==> config.mk <==
export PLATFORM = sky130hd
export DESIGN_NAME = channel_link_fault_passthrough
export DESIGN_NICKNAME = d
export VERILOG_FILES = /design/src/pkg/cflp_pkg.sv /design/src/hdl/cflp_blink_timer.sv /design/src/hdl/channel_link_fault_passthrough.sv
export SDC_FILE = /design/constraint.sdc
export NUM_CORES = 1
export LEC_CHECK = 0
export BUFFER_PORTS_ARGS = -buffer_cell sky130_fd_sc_hd__buf_2
export CORE_ASPECT_RATIO = 0.6
export CORE_MARGIN = 4
export CORE_UTILIZATION = 55
export CTS_CLUSTER_SIZE = 14
export DETAILED_ROUTE_END_ITERATION = 6
export GPL_ROUTABILITY_DRIVEN = 0
export HOLD_SLACK_MARGIN = 0.05
export PLACE_DENSITY = 0.73
export SLEW_MARGIN = 0
export SYNTH_ARGS = -nofsm -noshare
export SYNTH_HDL_FRONTEND = slang
export SYNTH_SLANG_ARGS = --single-unit
==> constraint.sdc <==
create_clock -name ref_clk -period 3.1 [get_ports ref_clk]
set_input_delay 0.62 -clock ref_clk [delete_from_list [all_inputs] [get_ports ref_clk]]
set_output_delay 0.62 -clock ref_clk [all_outputs]
set_load 0.01 [all_outputs]
==> src/pkg/cflp_pkg.sv <==
// Constants, register map and mode encoding for the link-fault pass-through block
package cflp_pkg;

   // ----------------------------------------------------------------
   // Sizes and timing
   // ----------------------------------------------------------------
   localparam int          CFLP_NUM_CH        = 12;
   localparam int          CFLP_ADDR_W        = 8;
   localparam int          CFLP_DATA_W        = 32;
   localparam int          CFLP_REF_CLK_HZ    = 25_000_000;
   localparam int          CFLP_BLINK_MS      = 1000;
   // Half of the blink period in clock cycles, rounded down
   localparam int          CFLP_HALF_CYC      = CFLP_REF_CLK_HZ / 1000 * CFLP_BLINK_MS / 2;

   // ----------------------------------------------------------------
   // Register map (byte addresses)
   // ----------------------------------------------------------------
   localparam logic [7:0]  CFLP_ADDR_MODE     = 8'h00;
   localparam logic [7:0]  CFLP_ADDR_LINK     = 8'h04;
   localparam logic [7:0]  CFLP_ADDR_EVENT    = 8'h08;
   localparam logic [7:0]  CFLP_ADDR_MASK     = 8'h0c;
   localparam int          CFLP_MODE_FLD_W    = 2;
   localparam int          CFLP_LINK_FI_POS   = 16;
   localparam logic [31:0] CFLP_RESET_WORD    = 32'h0000_0000;

   // ----------------------------------------------------------------
   // Channel operating modes
   // ----------------------------------------------------------------
   typedef enum logic [1:0] {
      CFLP_MODE_DISPLAY           = 2'b00,
      CFLP_MODE_LOSS_SILENCE      = 2'b01,
      CFLP_MODE_LOSS_PULSE        = 2'b10,
      CFLP_MODE_ILLEGAL           = 2'b11
   } cflp_mode_t;

endpackage

==> src/hdl/cflp_blink_timer.sv <==
// Per-channel blink prescaler producing the pulse and blink phase
`timescale 1ns/1ns
`default_nettype none
module cflp_blink_timer
   import cflp_pkg::*;
#(
   parameter int HALF_CYC = CFLP_HALF_CYC
)(
   // Clock and reset
   input  wire logic ref_clk,
   input  wire logic rst_n,
   // Control
   input  wire logic restart,
   // Phase out, high while the transmitter may run
   output var  logic blinkOn
);

   localparam int CW = $clog2(HALF_CYC + 1);

   typedef struct packed {
      logic [CW-1:0] count;
      logic          phase;
   } cflp_timer_t;

   cflp_timer_t q;
   cflp_timer_t d;

   // ----------------------------------------------------------------
   // Prescaler
   // ----------------------------------------------------------------
   // Restart begins with the dark half so the far end sees a loss at once
   always_comb
   begin
      d = q;
      if (restart)
      begin
         d.count = '0;
         d.phase = 1'b0;
      end
      else if (q.count == CW'(HALF_CYC - 1))
      begin
         d.count = '0;
         d.phase = ~q.phase;
      end
      else
      begin
         d.count = q.count + CW'(1);
      end
   end

   // State register
   always_ff @(posedge ref_clk or negedge rst_n)
   begin
      if (!rst_n)
         q <= '0;
      else
         q <= d;
   end

   assign blinkOn = q.phase;
endmodule // cflp_blink_timer
`default_nettype wire

==> src/hdl/channel_link_fault_passthrough.sv <==
// Link-fault pass-through controller for a bank of copper/fiber channels
`timescale 1ns/1ns
`default_nettype none
module channel_link_fault_passthrough
   import cflp_pkg::*;
#(
   parameter int NUM_CH   = CFLP_NUM_CH,
   parameter int HALF_CYC = CFLP_HALF_CYC
)(
   // Clock and reset
   input  wire logic                   ref_clk,
   input  wire logic                   rst_n,
   // Register port
   input  wire logic [CFLP_ADDR_W-1:0] regAddr,
   input  wire logic [CFLP_DATA_W-1:0] regWrData,
   input  wire logic                   regWrite,
   input  wire logic                   regRead,
   output var  logic [CFLP_DATA_W-1:0] regRdData,
   output var  logic                   irq,
   // Port PHY link status pins, asynchronous
   input  wire logic [NUM_CH-1:0]      cuLinkIn,
   input  wire logic [NUM_CH-1:0]      fiLinkIn,
   // Front-panel mode buttons, one per channel, asynchronous
   input  wire logic [NUM_CH-1:0]      modeBtnIn,
   // Transmitter enables and Link LEDs
   output var  logic [NUM_CH-1:0]      cuTxEn,
   output var  logic [NUM_CH-1:0]      fiTxEn,
   output var  logic [NUM_CH-1:0]      cuLinkLed,
   output var  logic [NUM_CH-1:0]      fiLinkLed
);

   // ----------------------------------------------------------------
   // State
   // ----------------------------------------------------------------
   typedef struct packed {
      logic [NUM_CH-1:0]   cuMeta;
      logic [NUM_CH-1:0]   cuSync;
      logic [NUM_CH-1:0]   cuPrev;
      logic [NUM_CH-1:0]   fiMeta;
      logic [NUM_CH-1:0]   fiSync;
      logic [NUM_CH-1:0]   fiPrev;
      logic [NUM_CH-1:0]   btnMeta;
      logic [NUM_CH-1:0]   btnSync;
      logic [NUM_CH-1:0]   btnPrev;
      logic [NUM_CH-1:0]   pulsePrev;
      logic [2*NUM_CH-1:0] mode;
      logic [NUM_CH-1:0]   evt;
      logic [NUM_CH-1:0]   mask;
      logic [NUM_CH-1:0]   cuTx;
      logic [NUM_CH-1:0]   fiTx;
      logic [NUM_CH-1:0]   cuLed;
      logic [NUM_CH-1:0]   fiLed;
      logic                irq;
      logic [31:0]         rdData;
   } cflp_main_t;

   cflp_main_t        q;
   cflp_main_t        d;
   logic [NUM_CH-1:0] pulseNow;
   logic [NUM_CH-1:0] blinkRestart;
   logic [NUM_CH-1:0] blinkOn;
   logic [NUM_CH-1:0] blinkPh;
   logic              cu;
   logic              fi;
   logic              modeWrite;
   logic [1:0]        wrField;
   cflp_mode_t        m;

   // Mode field of one channel
   function automatic cflp_mode_t chMode(input logic [2*NUM_CH-1:0] v, input int ch);
      chMode = cflp_mode_t'(v[CFLP_MODE_FLD_W*ch +: CFLP_MODE_FLD_W]);
   endfunction

   // Button steps through the three legal modes in turn
   function automatic cflp_mode_t stepMode(input cflp_mode_t cur);
      case (cur)
         CFLP_MODE_DISPLAY:      stepMode = CFLP_MODE_LOSS_SILENCE;
         CFLP_MODE_LOSS_SILENCE: stepMode = CFLP_MODE_LOSS_PULSE;
         default:                stepMode = CFLP_MODE_DISPLAY;
      endcase
   endfunction

   // ----------------------------------------------------------------
   // Blink prescalers, one per channel
   // ----------------------------------------------------------------
   // Restart on the cycle the channel enters pulsing
   assign blinkRestart = pulseNow & ~q.pulsePrev;

   // Split pair in pulse mode; kept out of the main process so the
   // restart path cannot loop back through the next-state logic
   always_comb
   begin
      pulseNow = '0;
      for (int c = 0; c < NUM_CH; c++)
         pulseNow[c] = (chMode(q.mode, c) == CFLP_MODE_LOSS_PULSE)
                     && (q.cuSync[c] ^ q.fiSync[c]);
   end

   // Timer still shows its old phase on the restart cycle, so force it dark
   assign blinkPh = blinkOn & ~blinkRestart;

   generate
      for (genvar g = 0; g < NUM_CH; g++)
      begin : gTimer
         cflp_blink_timer #(
            .HALF_CYC (HALF_CYC)
         ) uTimer (
            .ref_clk  (ref_clk),
            .rst_n    (rst_n),
            .restart  (blinkRestart[g]),
            .blinkOn  (blinkOn[g])
         );
      end
   endgenerate

   // ----------------------------------------------------------------
   // Next-state logic
   // ----------------------------------------------------------------
   // Sync first stages feed only the second stages
   always_comb
   begin
      d         = q;
      cu        = 1'b0;
      fi        = 1'b0;
      m         = CFLP_MODE_DISPLAY;
      wrField   = 2'b00;
      modeWrite = regWrite && (regAddr == CFLP_ADDR_MODE);
      d.cuMeta  = cuLinkIn;
      d.cuSync  = q.cuMeta;
      d.cuPrev  = q.cuSync;
      d.fiMeta  = fiLinkIn;
      d.fiSync  = q.fiMeta;
      d.fiPrev  = q.fiSync;
      d.btnMeta = modeBtnIn;
      d.btnSync = q.btnMeta;
      d.btnPrev = q.btnSync;

      for (int c = 0; c < NUM_CH; c++)
      begin
         m       = chMode(q.mode, c);
         cu      = q.cuSync[c];
         fi      = q.fiSync[c];
         wrField = regWrData[CFLP_MODE_FLD_W*c +: CFLP_MODE_FLD_W];

         // A register write with a legal code beats a button press in the same cycle;
         // the unused code is refused so only three modes exist
         if (modeWrite && wrField != CFLP_MODE_ILLEGAL)
            d.mode[CFLP_MODE_FLD_W*c +: CFLP_MODE_FLD_W] = wrField;
         else if (q.btnSync[c] && !q.btnPrev[c])
            d.mode[CFLP_MODE_FLD_W*c +: CFLP_MODE_FLD_W] = stepMode(m);

         // Per-mode transmitter and LED drive
         case (m)
            CFLP_MODE_LOSS_SILENCE:
            begin
               d.fiTx[c]  = cu;
               d.cuTx[c]  = fi;
               d.cuLed[c] = cu & fi;
               d.fiLed[c] = cu & fi;
            end
            CFLP_MODE_LOSS_PULSE:
            begin
               // Side that still has its link pulses; a dead side stays dark
               d.fiTx[c]  = cu | ~fi ? 1'b1 : blinkPh[c];
               d.cuTx[c]  = fi | ~cu ? 1'b1 : blinkPh[c];
               if (!cu && fi)
                  d.fiTx[c] = blinkPh[c];
               d.cuLed[c] = cu & (fi | blinkPh[c]);
               d.fiLed[c] = fi & (cu | blinkPh[c]);
            end
            default:
            begin
               d.cuTx[c]  = 1'b1;
               d.fiTx[c]  = 1'b1;
               d.cuLed[c] = cu;
               d.fiLed[c] = fi;
            end
         endcase

         // Any link change is an event; a set beats a read clear
         d.evt[c] = (q.evt[c] & ~(regRead && regAddr == CFLP_ADDR_EVENT))
                  | (cu ^ q.cuPrev[c]) | (fi ^ q.fiPrev[c]);
      end
      d.pulsePrev = pulseNow;

      if (regWrite && regAddr == CFLP_ADDR_MASK)
         d.mask = regWrData[NUM_CH-1:0];

      // Read data stand for exactly one cycle
      d.rdData = CFLP_RESET_WORD;
      if (regRead)
      begin
         case (regAddr)
            CFLP_ADDR_MODE:  d.rdData[2*NUM_CH-1:0] = q.mode;
            CFLP_ADDR_LINK:
            begin
               d.rdData[NUM_CH-1:0] = q.cuSync;
               d.rdData[CFLP_LINK_FI_POS +: NUM_CH] = q.fiSync;
            end
            CFLP_ADDR_EVENT: d.rdData[NUM_CH-1:0] = q.evt;
            CFLP_ADDR_MASK:  d.rdData[NUM_CH-1:0] = q.mask;
            default:         d.rdData = CFLP_RESET_WORD;
         endcase
      end

      d.irq = |(d.evt & d.mask);
   end

   // State register
   always_ff @(posedge ref_clk or negedge rst_n)
   begin
      if (!rst_n)
         q <= '0;
      else
         q <= d;
   end

   // ----------------------------------------------------------------
   // Outputs, all straight from flops
   // ----------------------------------------------------------------
   assign regRdData = q.rdData;
   assign irq       = q.irq;
   assign cuTxEn    = q.cuTx;
   assign fiTxEn    = q.fiTx;
   assign cuLinkLed = q.cuLed;
   assign fiLinkLed = q.fiLed;

   logic       anyIllegal;
   cflp_mode_t m0;

   always_comb
   begin
      anyIllegal = 1'b0;
      for (int c = 0; c < NUM_CH; c++)
         anyIllegal = anyIllegal | (chMode(q.mode, c) == CFLP_MODE_ILLEGAL);
   end
   assign m0 = chMode(q.mode, 0);
endmodule // channel_link_fault_passthrough
`default_nettype wire

### Yosys cells after proc, flatten, opt, wreduce, memory -nomap -nowiden

Cells that the tools add are included.

| operators by class | value |
|---|---|
| add/sub/neg operators | 12 |
| equal/unequal tests | 51 |
| muxes and demuxes | 162 |
| bitwise gates (word level) | 198 |
| reduce and logical (&&, ||, !) cells | 113 |

Operators by type and width:

| cell | number |
|---|---|
| $mux W25 | 12 |
| $add A24 B1 Y24 const B | 12 |
| $eq A24 B24 Y1 const B | 12 |
| $mux W24 | 12 |
| $pmux W1 S2 | 48 |
| $or A1 B1 Y1 | 72 |
| $logic_and A1 B1 Y1 | 51 |
| $and A1 B1 Y1 | 48 |
| $mux W1 | 48 |
| $mux W2 | 24 |
| $pmux W12 S4 | 1 |
| $pmux W2 S2 | 12 |
| $reduce_bool A2 Y1 | 24 |
| $not A1 Y1 | 37 |
| $and A12 B12 Y12 | 3 |
| $xor A1 B1 Y1 | 36 |
| $mux W28 | 1 |
| $eq A2 B1 Y1 const B | 12 |
| $eq A2 B2 Y1 const B | 12 |
| $logic_not A1 Y1 | 24 |
| $logic_not A2 Y1 | 12 |
| $ne A2 B2 Y1 const B | 12 |
| $not A12 Y12 | 2 |
| $eq A8 B4 Y1 const B | 2 |
| 6 further kinds | 7 |

| storage, ports and cells | value |
|---|---|
| bits in registers | 549 |
| input port bits | 80 |
| output and inout bits | 81 |
| word-level logic and storage cells | 590 |

### Logic depth before layout (Yosys ltp)

Gate-level depths: netlist of the first run.

| logic depth | value |
|---|---|
| depth in word-level cells | 8 |
| gate-level depth with buffers | 8 |
| depth with buffers taken out | 7 |

### Modules after synthesis

From an unflattened synthesis of the first run, not the netlist that was laid out.

| second synthesis, totals | value |
|---|---|
| cells, all modules | 2544 |
| area total of the unflattened synthesis | 26042.5 µm² |

By module, submodules not included:

| module | times used | cells each | area each (µm²) | sequential area each (µm²) |
|---|---|---|---|---|
| cflp_blink_timer | 12 | 133 | 1267.5 | 625.6 |
| channel_link_fault_passthrough | 1 | 948 | 10832.9 | 6130.9 |

### Worst setup path before layout of the first run

OpenSTA, ideal clock, no wires.

| timing path | value |
|---|---|
| path kind | input-to-reg |
| start point | in regAddr[5] |
| end point | reg q, in the netlist m0[0] |
| library setup time | 0.119 ns |
| arrival | 2.259 ns |
| required time | 2.981 ns |
| slack | 0.723 ns |
| cell stages on the path | 6 |
| cell sequence | nor4_4 nand2_1 or4b_1 buf_2 buf_2 o21a_1 |

| between the ends | value |
|---|---|
| longest elaborated chain between the ends | 4 |
| elaborated cells between the ends (all ways) | 5 |
| classes of those cells | 1 x mux; 4 x reduce/logical |

RTL lines:

| item | RTL line | RTL |
|---|---|---|
| start: declaration | channel_link_fault_passthrough.sv:14 | `input wire logic [CFLP_ADDR_W-1:0] regAddr,` |
| $logic_not A8 Y1 * | channel_link_fault_passthrough.sv:127 | `modeWrite = regWrite && (regAddr == CFLP_ADDR_MODE);` |
| $logic_and A1 B1 Y1 * | channel_link_fault_passthrough.sv:127 |  |
| $logic_and A1 B1 Y1 * | channel_link_fault_passthrough.sv:147 | `if (modeWrite && wrField != CFLP_MODE_ILLEGAL)` |
| $mux W2 / $reduce_bool A2 Y1 (equally long branches) | -- |  |
| end signal: assignment | channel_link_fault_passthrough.sv:213 | `q <= '0;` |
| end signal: assignment | channel_link_fault_passthrough.sv:215 | `q <= d;` |
| end: declaration | channel_link_fault_passthrough.sv:57 | `cflp_main_t q;` |

Mark *: on every way between the ends. The rest lies on a longest branch, timed or not.
A chain may end at the register's enable or synchronous reset.

==> flow_metrics.tcl, run 1 <==
set metrics [dict create \
    yosys-top-cells-area "dfrtp_1 54%, nor2_1 5.8%, xnor2_1 5.5%" \
    post-route-drc-count 0 \
    fin_tns_setup_ns 0 \
    yosys.area.top_type "dfrtp_1" \
    wirelength_um 54550 \
    rsz0062_at_grt "false" \
    die_area_um2 49580 \
    area_delta_synth_final_pct 11.19 \
    min_path_type "in -> async" \
    r2r.worst_path.cells 6 \
    cts_resized 0 \
    grt_overflow 0 \
    mostFrequentLayoutCells "545 x dfrtp_1, 389 x nor2_1, 206 x nand2_1" \
    die_h_um 174.1 \
    finClkSkew_ns 0.02208 \
    worstMarginPinSlew_ns 0.9262 \
    postCtsHoldBufs 0 \
    wl_per_cell_um 16.95 \
    cp.required_ns 3.57 \
    slew_headroom_pct 37.68 \
    clk_latency_ns 0.58 \
    first_pass_iters 5 \
    p_per_area_nw_per_um2 662.6 \
    ys_seq_area_share_pct 53.93 \
    clock-sinks 545 \
    yosysTopAreaCellShare_pct 53.93 \
    p_leak_nw 12.86 \
    post-route-period-util_pct 86.28 \
    clkTransAtPathRegs_ns 0.06 \
    htreeDepth 2 \
    post_cts_buffers 0 \
    fp.dieW_um 284.8 \
    layout-drive-gt1-share_pct 12.73 \
    maxCapViolations 0 \
    grt_pass1_vias 17478 \
    syn_area_per_cell_um2 10.31 \
    ir_drop_mv 0.4574 \
    cts_made_buffers 50 \
    grt_max_degree 76 \
    grt.total_usage_pct 22.00 \
    crit_arrival_ns 3.14 \
    ys.flop_type "dfrtp_1" \
    timing_hold_violations_final 0 \
    power_mw 18.63 \
    portBuffers 148 \
    ios 161 \
    syn_area_um2 25290 \
    drt_iter0_drc 1495 \
    rows 60 \
    synth_edf_count 0 \
    finalSetupViolations 0 \
    vias 17620 \
    critPathMaxFanout 13 \
    cp-end-kind "flip-flop" \
    cts_tree "yes" \
    clockBufferDepth 3 \
    nFillCells 3502 \
    via_per_inst 5.474 \
    drtAntennaViolNets 0 \
    ys_types 50 \
    syn_inst 2452 \
    max_freq_mhz 373.9 \
    async_flop_share_pct 100.0 \
    critPathKind "reg -> reg" \
    initial_core_util_pct 56.05 \
    synth.yosys.warnings 0 \
    final_nets 2719 \
    root_buffer "clkbuf_16" \
    status "finished, final reports clean" \
    final_common_cell "dfrtp_1" \
    grt_pass1_wl_um 90040 \
    synth-seq-cells 545 \
    cp-start-kind "flip-flop" \
    dp_hpwl_um 38330 \
    fin_crit_ns 2.675 \
    core_um2 45120 \
    drv_slew 0 \
    antenna_found_initial 7 \
]
## per-stage QoR
stage               hold WS [ns]  cells  utilization, %  cell area [um^2]  setup slack, ns
global placement          0.3321   3123           58.42             26360           0.3309
detailed placement        0.3347   3123           58.42             26360           0.2795
CTS                      0.05217   3212           62.28             28100           0.4221
global route             0.07193   3218           62.31             28110           0.3019
finish                   0.03623   3219           62.32             28120           0.4254
floorplan                 0.3244   2455               -             25300           0.7225
## registers in the layout (all words and copies together), names as in the netlist, 12 cells and up
signal,count
gTimer.uTimer.q,288
q,92
d,71
regRdData,28
cuLinkLed,12
cuTxEn,12
fiLinkLed,12
fiTxEn,12
gTimer.uTimer.blinkOn,12
## final cells by class
| cell class | instances | area, um^2 | share of cell area (%) |
|---|---|---|---|
| Sequential cell | 545 | 13640 | 48.50 |
| Multi-Input combinational cell | 1676 | 10420 | 37.05 |
| Clock buffer | 72 | 1485 | 5.282 |
| Timing Repair Buffer | 194 | 1196 | 4.254 |
| Tap cell | 620 | 775.7 | 2.759 |
| Inverter | 88 | 330.3 | 1.175 |
| Clock inverter | 17 | 257.7 | 0.9167 |
| Antenna cell | 7 | 17.52 | 0.06230 |
## kinds of logic after synthesis
group | synth area share, %
flip-flops | 53.93
AO/OA/AOI/OAI | 5.225
buffers and inverters | 4.938
multiplexers | 0.7422
adder cells (fa/ha/maj) | 4.156
XOR/XNOR | 10.18
other | 0.01483
AND/OR/NAND/NOR | 20.81
## Yosys cell counts, drive strengths merged, types with 3 or more instances
cell	n
or4	16
or3	8
and4	15
a221oi	12
and2	13
o221ai	16
nand3	132
xor2	135
o21ai	43
or2	17
nor2	389
mux2i	12
clkbuf	46
a21oi	29
nor4b	8
nor3	49
nor4bb	5
a22oi	8
ha	84
inv	88
a211o	6
nor3b	14
nand2	206
o21a	26
and3	40
nand4	75
nor2b	35
dfrtp	545
nor4	44
a22o	8
o31ai	12
nand2b	14
mux2	6
buf	100
a31o	24
xnor2	159
nand3b	3
## power by group
part           internal, mW  leakage (nW)  switching [mW]
logic                  1.38          4.95            1.99
registers              8.02          7.04           0.755
clock network          3.82         0.865            2.67
total                  13.2          12.9            5.41
## worst max-delay path: stages, from the launching register on
cell and delay [ns]:
dfrtp_1 0.44, or4_1 0.53, or4_1 0.49, nor4_2 0.33
or2_1 0.42, buf_4 0.27, nor2_1 0.07
## routing by layer
layer  wire length [um]  share of wire [%]  GRT usage (%)  up-vias
met3               2662                4.9          3.735       90
met5                 21              0.038              0        -
met4               1544                2.8          7.223        4
li1                   -                  -              -     8414
met2              24800                 45          33.97      402
met1              25520                 47          31.98     8710
## path summary, 6_finish.rpt
check	start	endpoint	slack [ns]
max reg2reg	gTimer[6].uTimer.q[17]	gTimer[6].uTimer.q[3]	0.43
max	gTimer[6].uTimer.q[17]	gTimer[6].uTimer.q[3]	0.43
max in group asynchronous	rst_n	gTimer[9].uTimer.q[12]	2.22
min in group ref_clk	fiLinkIn[4]	d[193]	0.14
min	rst_n	gTimer[5].uTimer.q[6]	0.04
min reg2reg	d[195]	d[183]	0.35
Note: power is estimated with default switching activity, not from simulation.
==> inputs of run 2 (changes only) <==
--- a/config.mk
+++ b/config.mk
@@ -13,7 +13,7 @@
 export DETAILED_ROUTE_END_ITERATION = 6
 export GPL_ROUTABILITY_DRIVEN = 0
 export HOLD_SLACK_MARGIN = 0.05
-export PLACE_DENSITY = 0.73
+export PLACE_DENSITY = 0.76
 export SLEW_MARGIN = 0
 export SYNTH_ARGS = -nofsm -noshare
 export SYNTH_HDL_FRONTEND = slang
==> flow_metrics.tcl, run 2 (synthesis results as in run 1) <==
set metrics [dict create \
    status "finished, final reports clean" \
    r2r-end "gTimer[6].uTimer.q[4]" \
    r2r_setup_slack_ns 0.43 \
    mostFrequentLayoutCells "545 x dfrtp_1, 389 x nor2_1, 206 x nand2_1" \
    post-route-period-util_pct 86.16 \
    layout-drive-gt1-share_pct 12.57 \
    root_buffer "clkbuf_16" \
    maxCapViolations 0 \
    finalSetupViolations 0 \
    pre_cts_ws_ns 0.1651 \
    postCtsHoldBufs 1 \
    critPathKind "reg -> reg" \
    core_um2 45120 \
    slew_headroom_pct 40.15 \
    p_per_area_nw_per_um2 656.5 \
    slowest_stage "or4_1" \
    ir_drop_mv 0.5009 \
    post-route-drc-count 0 \
    max_freq_mhz 374.4 \
    clockBufferDepth 3 \
    via_per_inst 5.533 \
    grt_overflow 0 \
    p_int_mw 13.05 \
    die_area_um2 49580 \
    final_nets 2715 \
    p_comb_share_pct 18.1 \
    finClkSkew_ns 0.01348 \
    finalInstanceArea_um2 28030 \
    cts_tree "yes" \
    post_cts_buffers 0 \
    p_leak_nw 12.81 \
    cts_made_buffers 50 \
    top_register "gTimer.uTimer.q" \
    rsz0062_at_grt "false" \
    p_switching_mw 5.350 \
    cts_resized 0 \
    setup.worst_path.start "gTimer[6].uTimer.q[17]" \
    grt.total_usage_pct 22.28 \
    clk_latency_ns 0.57 \
    endpoint "gTimer[6].uTimer.q[4]" \
    wl_per_cell_um 17.11 \
    drtAntennaViolNets 0 \
    power_mw 18.40 \
    cp_cell_sequence "or4_1 > or4_1 > nor4_2 > or2_1 > buf_4 > nor2_1" \
    drv_slew 0 \
    hold_ws_ns 0.1555 \
    fin_tns_setup_ns 0 \
    p_seq_share_pct 47.8 \
    rows 60 \
    clkTransAtPathRegs_ns 0.06 \
    detailed_place.area_um2 26320 \
    area_delta_synth_final_pct 10.84 \
    largest_register_ffs 288 \
    timing_hold_violations_final 0 \
    htreeDepth 2 \
    drt_iter0_drc 1352 \
    max_stage_delay_ns 0.53 \
    cp.required_ns 3.56 \
    antenna_found_initial 9 \
    cp-start-kind "flip-flop" \
    crit_arrival_ns 3.13 \
    cpMostUsedCell "or4_1" \
    min_path_type "in -> reg" \
    critPathMaxFanout 11 \
    ios 161 \
    die_h_um 174.1 \
    clock-sinks 545 \
    worstMarginPinSlew_ns 0.8895 \
    reg2reg_from "gTimer[6].uTimer.q[17]" \
    cp-end-kind "flip-flop" \
    fp.dieW_um 284.8 \
    initial_core_util_pct 56.05 \
    clockPowerShare_pct 34.1 \
    portBuffers 148 \
    swShare_pct 29.07 \
    grt_pass1_wl_um 91480 \
    grt_max_degree 98 \
    fin_crit_ns 2.671 \
    grt_pass1_vias 17928 \
    r2r.worst_path.cells 6 \
    first_pass_iters 5 \
    dp_hpwl_um 39090 \
    wirelength_um 54960 \
    vias 17771 \
    final_common_cell "dfrtp_1" \
    layout_setup_ws_ns 0.4292 \
]
run 2: cell count changes in the layout (fill, tap and decap cells not counted), sizes merged:
cell,change
buf,-5
bufinv,-3
clkinvlp,+1
diode,-1
dlygate4sd3,+1
run 2: layout make-up:
class | instances | area [um^2]
Fill cell | 3512 | 17090
Sequential cell | 545 | 13640
Multi-Input combinational cell | 1676 | 10420
Clock buffer | 72 | 1528
Timing Repair Buffer | 190 | 1169
Tap cell | 620 | 775.7
Inverter | 88 | 330.3
Clock inverter | 15 | 156.4
Antenna cell | 6 | 15.01
run 2: how the worst min path moves through the flow:
stage                     start  endpoint  slack [ns]  depth (start not counted)
floorplan                 rst_n        cu        0.32                          0
global placement         d[160]    d[148]        0.33                          0
detailed placement       d[236]        cu        0.33                          0
CTS                 fiLinkIn[0]    d[189]        0.13                          1
global route        cuLinkIn[4]    d[229]        0.13                          1
finish              fiLinkIn[0]    d[189]        0.16                          1
run 2: critical path: cells and delay by family, from the launching register on:
kind,cells,cell delay (ns)
flip-flops,1,0.43
buffers and inverters,1,0.24
AND/OR/NAND/NOR,5,1.88
run 2: per-layer routing:
metal / share of wire [%] / global-route usage [%] / vias to the layer above
met5: 0.062 / 0 / -
met4: 3.5 / 7.787 / 6
met2: 46 / 35.24 / 463
met3: 5.8 / 4.679 / 122
li1: - / - / 8396
met1: 45 / 30.87 / 8784
run 2: power groups by stage:
| stage | Sequential (mW) | Combinational (mW) | Clock (mW) |
|---|---|---|---|
| 2_1_floorplan | 8.68 | 2.63 | 0 |
| 3_3_place_gp | 8.85 | 3.14 | 0 |
| 3_5_place_dp | 8.90 | 3.31 | 0 |
| 4_1_cts | 8.79 | 3.34 | 6.42 |
| 5_1_grt | 8.92 | 3.75 | 6.75 |
| 6_report | 8.80 | 3.32 | 6.28 |
run 2: per-stage QoR:
stage          instances  util (%)
2_1_floorplan       2455         -
3_3_place_gp        3118     58.33
3_5_place_dp        3118     58.33
4_1_cts             3206     62.09
5_1_grt             3211     62.12
6_report            3212     62.12
==> inputs of run 3 (changes only) <==
--- a/config.mk
+++ b/config.mk
@@ -5,6 +5,7 @@
 export SDC_FILE = /design/constraint.sdc
 export NUM_CORES = 1
 export LEC_CHECK = 0
+export ABC_AREA = 1
 export BUFFER_PORTS_ARGS = -buffer_cell sky130_fd_sc_hd__buf_2
 export CORE_ASPECT_RATIO = 0.6
 export CORE_MARGIN = 4
@@ -14,6 +15,7 @@
 export GPL_ROUTABILITY_DRIVEN = 0
 export HOLD_SLACK_MARGIN = 0.05
 export PLACE_DENSITY = 0.76
+export SETUP_SLACK_MARGIN = 0.3
 export SLEW_MARGIN = 0
 export SYNTH_ARGS = -nofsm -noshare
 export SYNTH_HDL_FRONTEND = slang
==> flow_metrics.tcl, run 3 <==
set metrics [dict create \
    status "finished, final reports clean" \
    timing_hold_violations_final 0 \
    cp.required_ns 3.56 \
    final_util_pct 61.96 \
    area_delta_synth_final_pct 10.59 \
    pre_cts_ws_ns 0.5400 \
    cts_resized 0 \
    critPathMaxFanout 13 \
    via_per_inst 5.162 \
    slowest_stage "dfrtp_1" \
    syn_inst 3260 \
    cp-start-kind "flip-flop" \
    critPathKind "reg -> reg" \
    yosys.area_share.adder_pct 3.900 \
    finClkSkew_ns 0.01720 \
    yosys-top-cells-area "dfrtp_1 51%, nand2_1 9.0%, nor2_1 7.4%" \
    top_register "gTimer.uTimer.q" \
    clk_latency_ns 0.58 \
    path_buf_inv 3 \
    worstMarginPinSlew_ns 0.6972 \
    async_flop_share_pct 100.0 \
    syn_area_um2 26950 \
    synthXorXnorAreaFrac_pct 2.048 \
    htreeDepth 2 \
    rows 62 \
    root_buffer "clkbuf_16" \
    grt.total_usage_pct 23.51 \
    p_leak_nw 14.59 \
    first_pass_iters 6 \
    layout_setup_ws_ns 0.7313 \
    grt_max_degree 92 \
    final_nets 3543 \
    clkTransAtPathRegs_ns 0.07 \
    cpMostUsedCell "inv_1" \
    rsz0062_at_grt "false" \
    synth_compound_area_share_pct 5.683 \
    die_area_um2 52720 \
    synth-seq-cells 545 \
    grt_overflow 0 \
    layout-drive-gt1-share_pct 10.53 \
    grt_pass1_wl_um 103100 \
    ys_types 52 \
    drt_iter0_drc 1827 \
    vias 20967 \
    grt_pass1_vias 20096 \
    ys.flop_type "dfrtp_1" \
    ios 161 \
    core_um2 48100 \
    synth.yosys.warnings 0 \
    synth_top_family_by_area "simple AND/OR/NAND/NOR gates" \
    min_path_type "in -> reg" \
    yosysTopAreaCellShare_pct 50.61 \
    cp_cell_sequence "inv_1 > ha_1 > nor3_4 > inv_1 > nand2_1 > inv_1 > nand2_1 > nor2_1" \
    cp-end-kind "flip-flop" \
    largest_register_ffs 288 \
    die_h_um 179.5 \
    maxCapViolations 0 \
    crit_family "simple AND/OR/NAND/NOR gates" \
    drv_slew 0 \
    yosysMostFrequentCell "nand2_1" \
    ir_drop_mv 0.5622 \
    dp_hpwl_um 44510 \
    wl_per_cell_um 15.02 \
    nFillCells 4171 \
    synth_edf_count 0 \
    post-route-drc-count 0 \
    initial_core_util_pct 56.03 \
    cts_tree "yes" \
    slew_headroom_pct 53.39 \
    fin_tns_setup_ns 0 \
    final_common_cell "nand2_1" \
    hold_ws_ns 0.1387 \
    wirelength_um 61000 \
    synth-simple-area-share_pct 28.02 \
    clock-sinks 545 \
    ys_seq_area_share_pct 50.61 \
    netlist_top_cells_count "643 x nand2_1, 545 x dfrtp_1, 533 x nor2_1, 477 x inv_1, 154 x nor3_1" \
    antenna_found_initial 4 \
    syn_area_per_cell_um2 8.266 \
    max_freq_mhz 422.2 \
    post-route-period-util_pct 76.41 \
    cts_made_buffers 51 \
    max_stage_delay_ns 0.45 \
    finalSetupViolations 0 \
    clockBufferDepth 3 \
    fp.dieW_um 293.8 \
    muxShareOfSynthArea_pct 0 \
    drtAntennaViolNets 0 \
    portBuffers 148 \
    fin_crit_ns 2.369 \
    p_per_area_nw_per_um2 660.5 \
    mostFrequentLayoutCells "643 x nand2_1, 545 x dfrtp_1, 533 x nor2_1" \
    yosys.area.top_type "dfrtp_1" \
    crit_arrival_ns 2.83 \
]
run 3: repair_timing:
item	4_1_cts	5_1_grt
buffers inserted	0	0
hold buffers	1	0
endpoints found under the hold margin	42	0
run 3: worst reg2reg max path, stage by stage, from the launching register on:
cell and delay (ns):
dfrtp_1 0.45, inv_1 0.13, ha_1 0.36, nor3_4 0.34, inv_1 0.12, nand2_1 0.38, inv_1 0.29, nand2_1 0.14
nor2_1 0.04
run 3: layer usage:
layer	global-route usage, %	part of all wire, %	wire length [um]	vias up
li1	-	-	-	10459
met1	36.48	49	30190	9864
met2	34.82	43	26080	549
met3	3.392	5.5	3327	95
met4	6.188	2.3	1395	0
met5	0	0	0	-
run 3: kinds of logic after synthesis:
family,Yosys count
simple gates,1686
compound gates,284
xor+xnor,63
fa+ha+maj,84
flops,545
buf+inv,597
other cells,1
run 3: per-stage QoR:
stage                     cells  power [mW]  area [um^2]
final                      4062       19.68        29800
after global routing       4062       20.94        29800
after CTS                  4058       19.86        29790
after detailed placement   3965       13.14        28000
after global placement     3965       12.97        28000
after floorplan            3263       12.01        26960
run 3: worst paths after layout:
path | from | end | slack (ns) | cells past startpoint
min | cuLinkIn[5] | d[230] | 0.14 | 1
min reg2reg | d[232] | d[220] | 0.35 | 0
max reg2reg | d[186] | gTimer[9].uTimer.q[9] | 0.73 | 8
max | d[186] | gTimer[9].uTimer.q[9] | 0.73 | 8
max in group asynchronous | rst_n | gTimer[8].uTimer.q[10] | 1.64 | 3
min in group asynchronous | rst_n | gTimer[6].uTimer.q[21] | 0.58 | 2
run 3: cell type report:
class	instances	area, um^2	area share (%)
Antenna cell	4	10.01	0.03359
Clock buffer	73	1510	5.068
Clock inverter	19	269.0	0.9027
Inverter	487	1833	6.151
Multi-Input combinational cell	2121	10700	35.90
Sequential cell	545	13640	45.76
Tap cell	640	800.8	2.687
Timing Repair Buffer	173	1041	3.493
run 3: power breakdown:
group,leakage (nW),switching [mW],internal (mW),total [mW]
Sequential,7.00,0.732,8.19,8.92
Clock,0.876,2.75,3.89,6.63
Combinational,6.72,2.65,1.48,4.13
Total,14.6,6.13,13.6,19.7
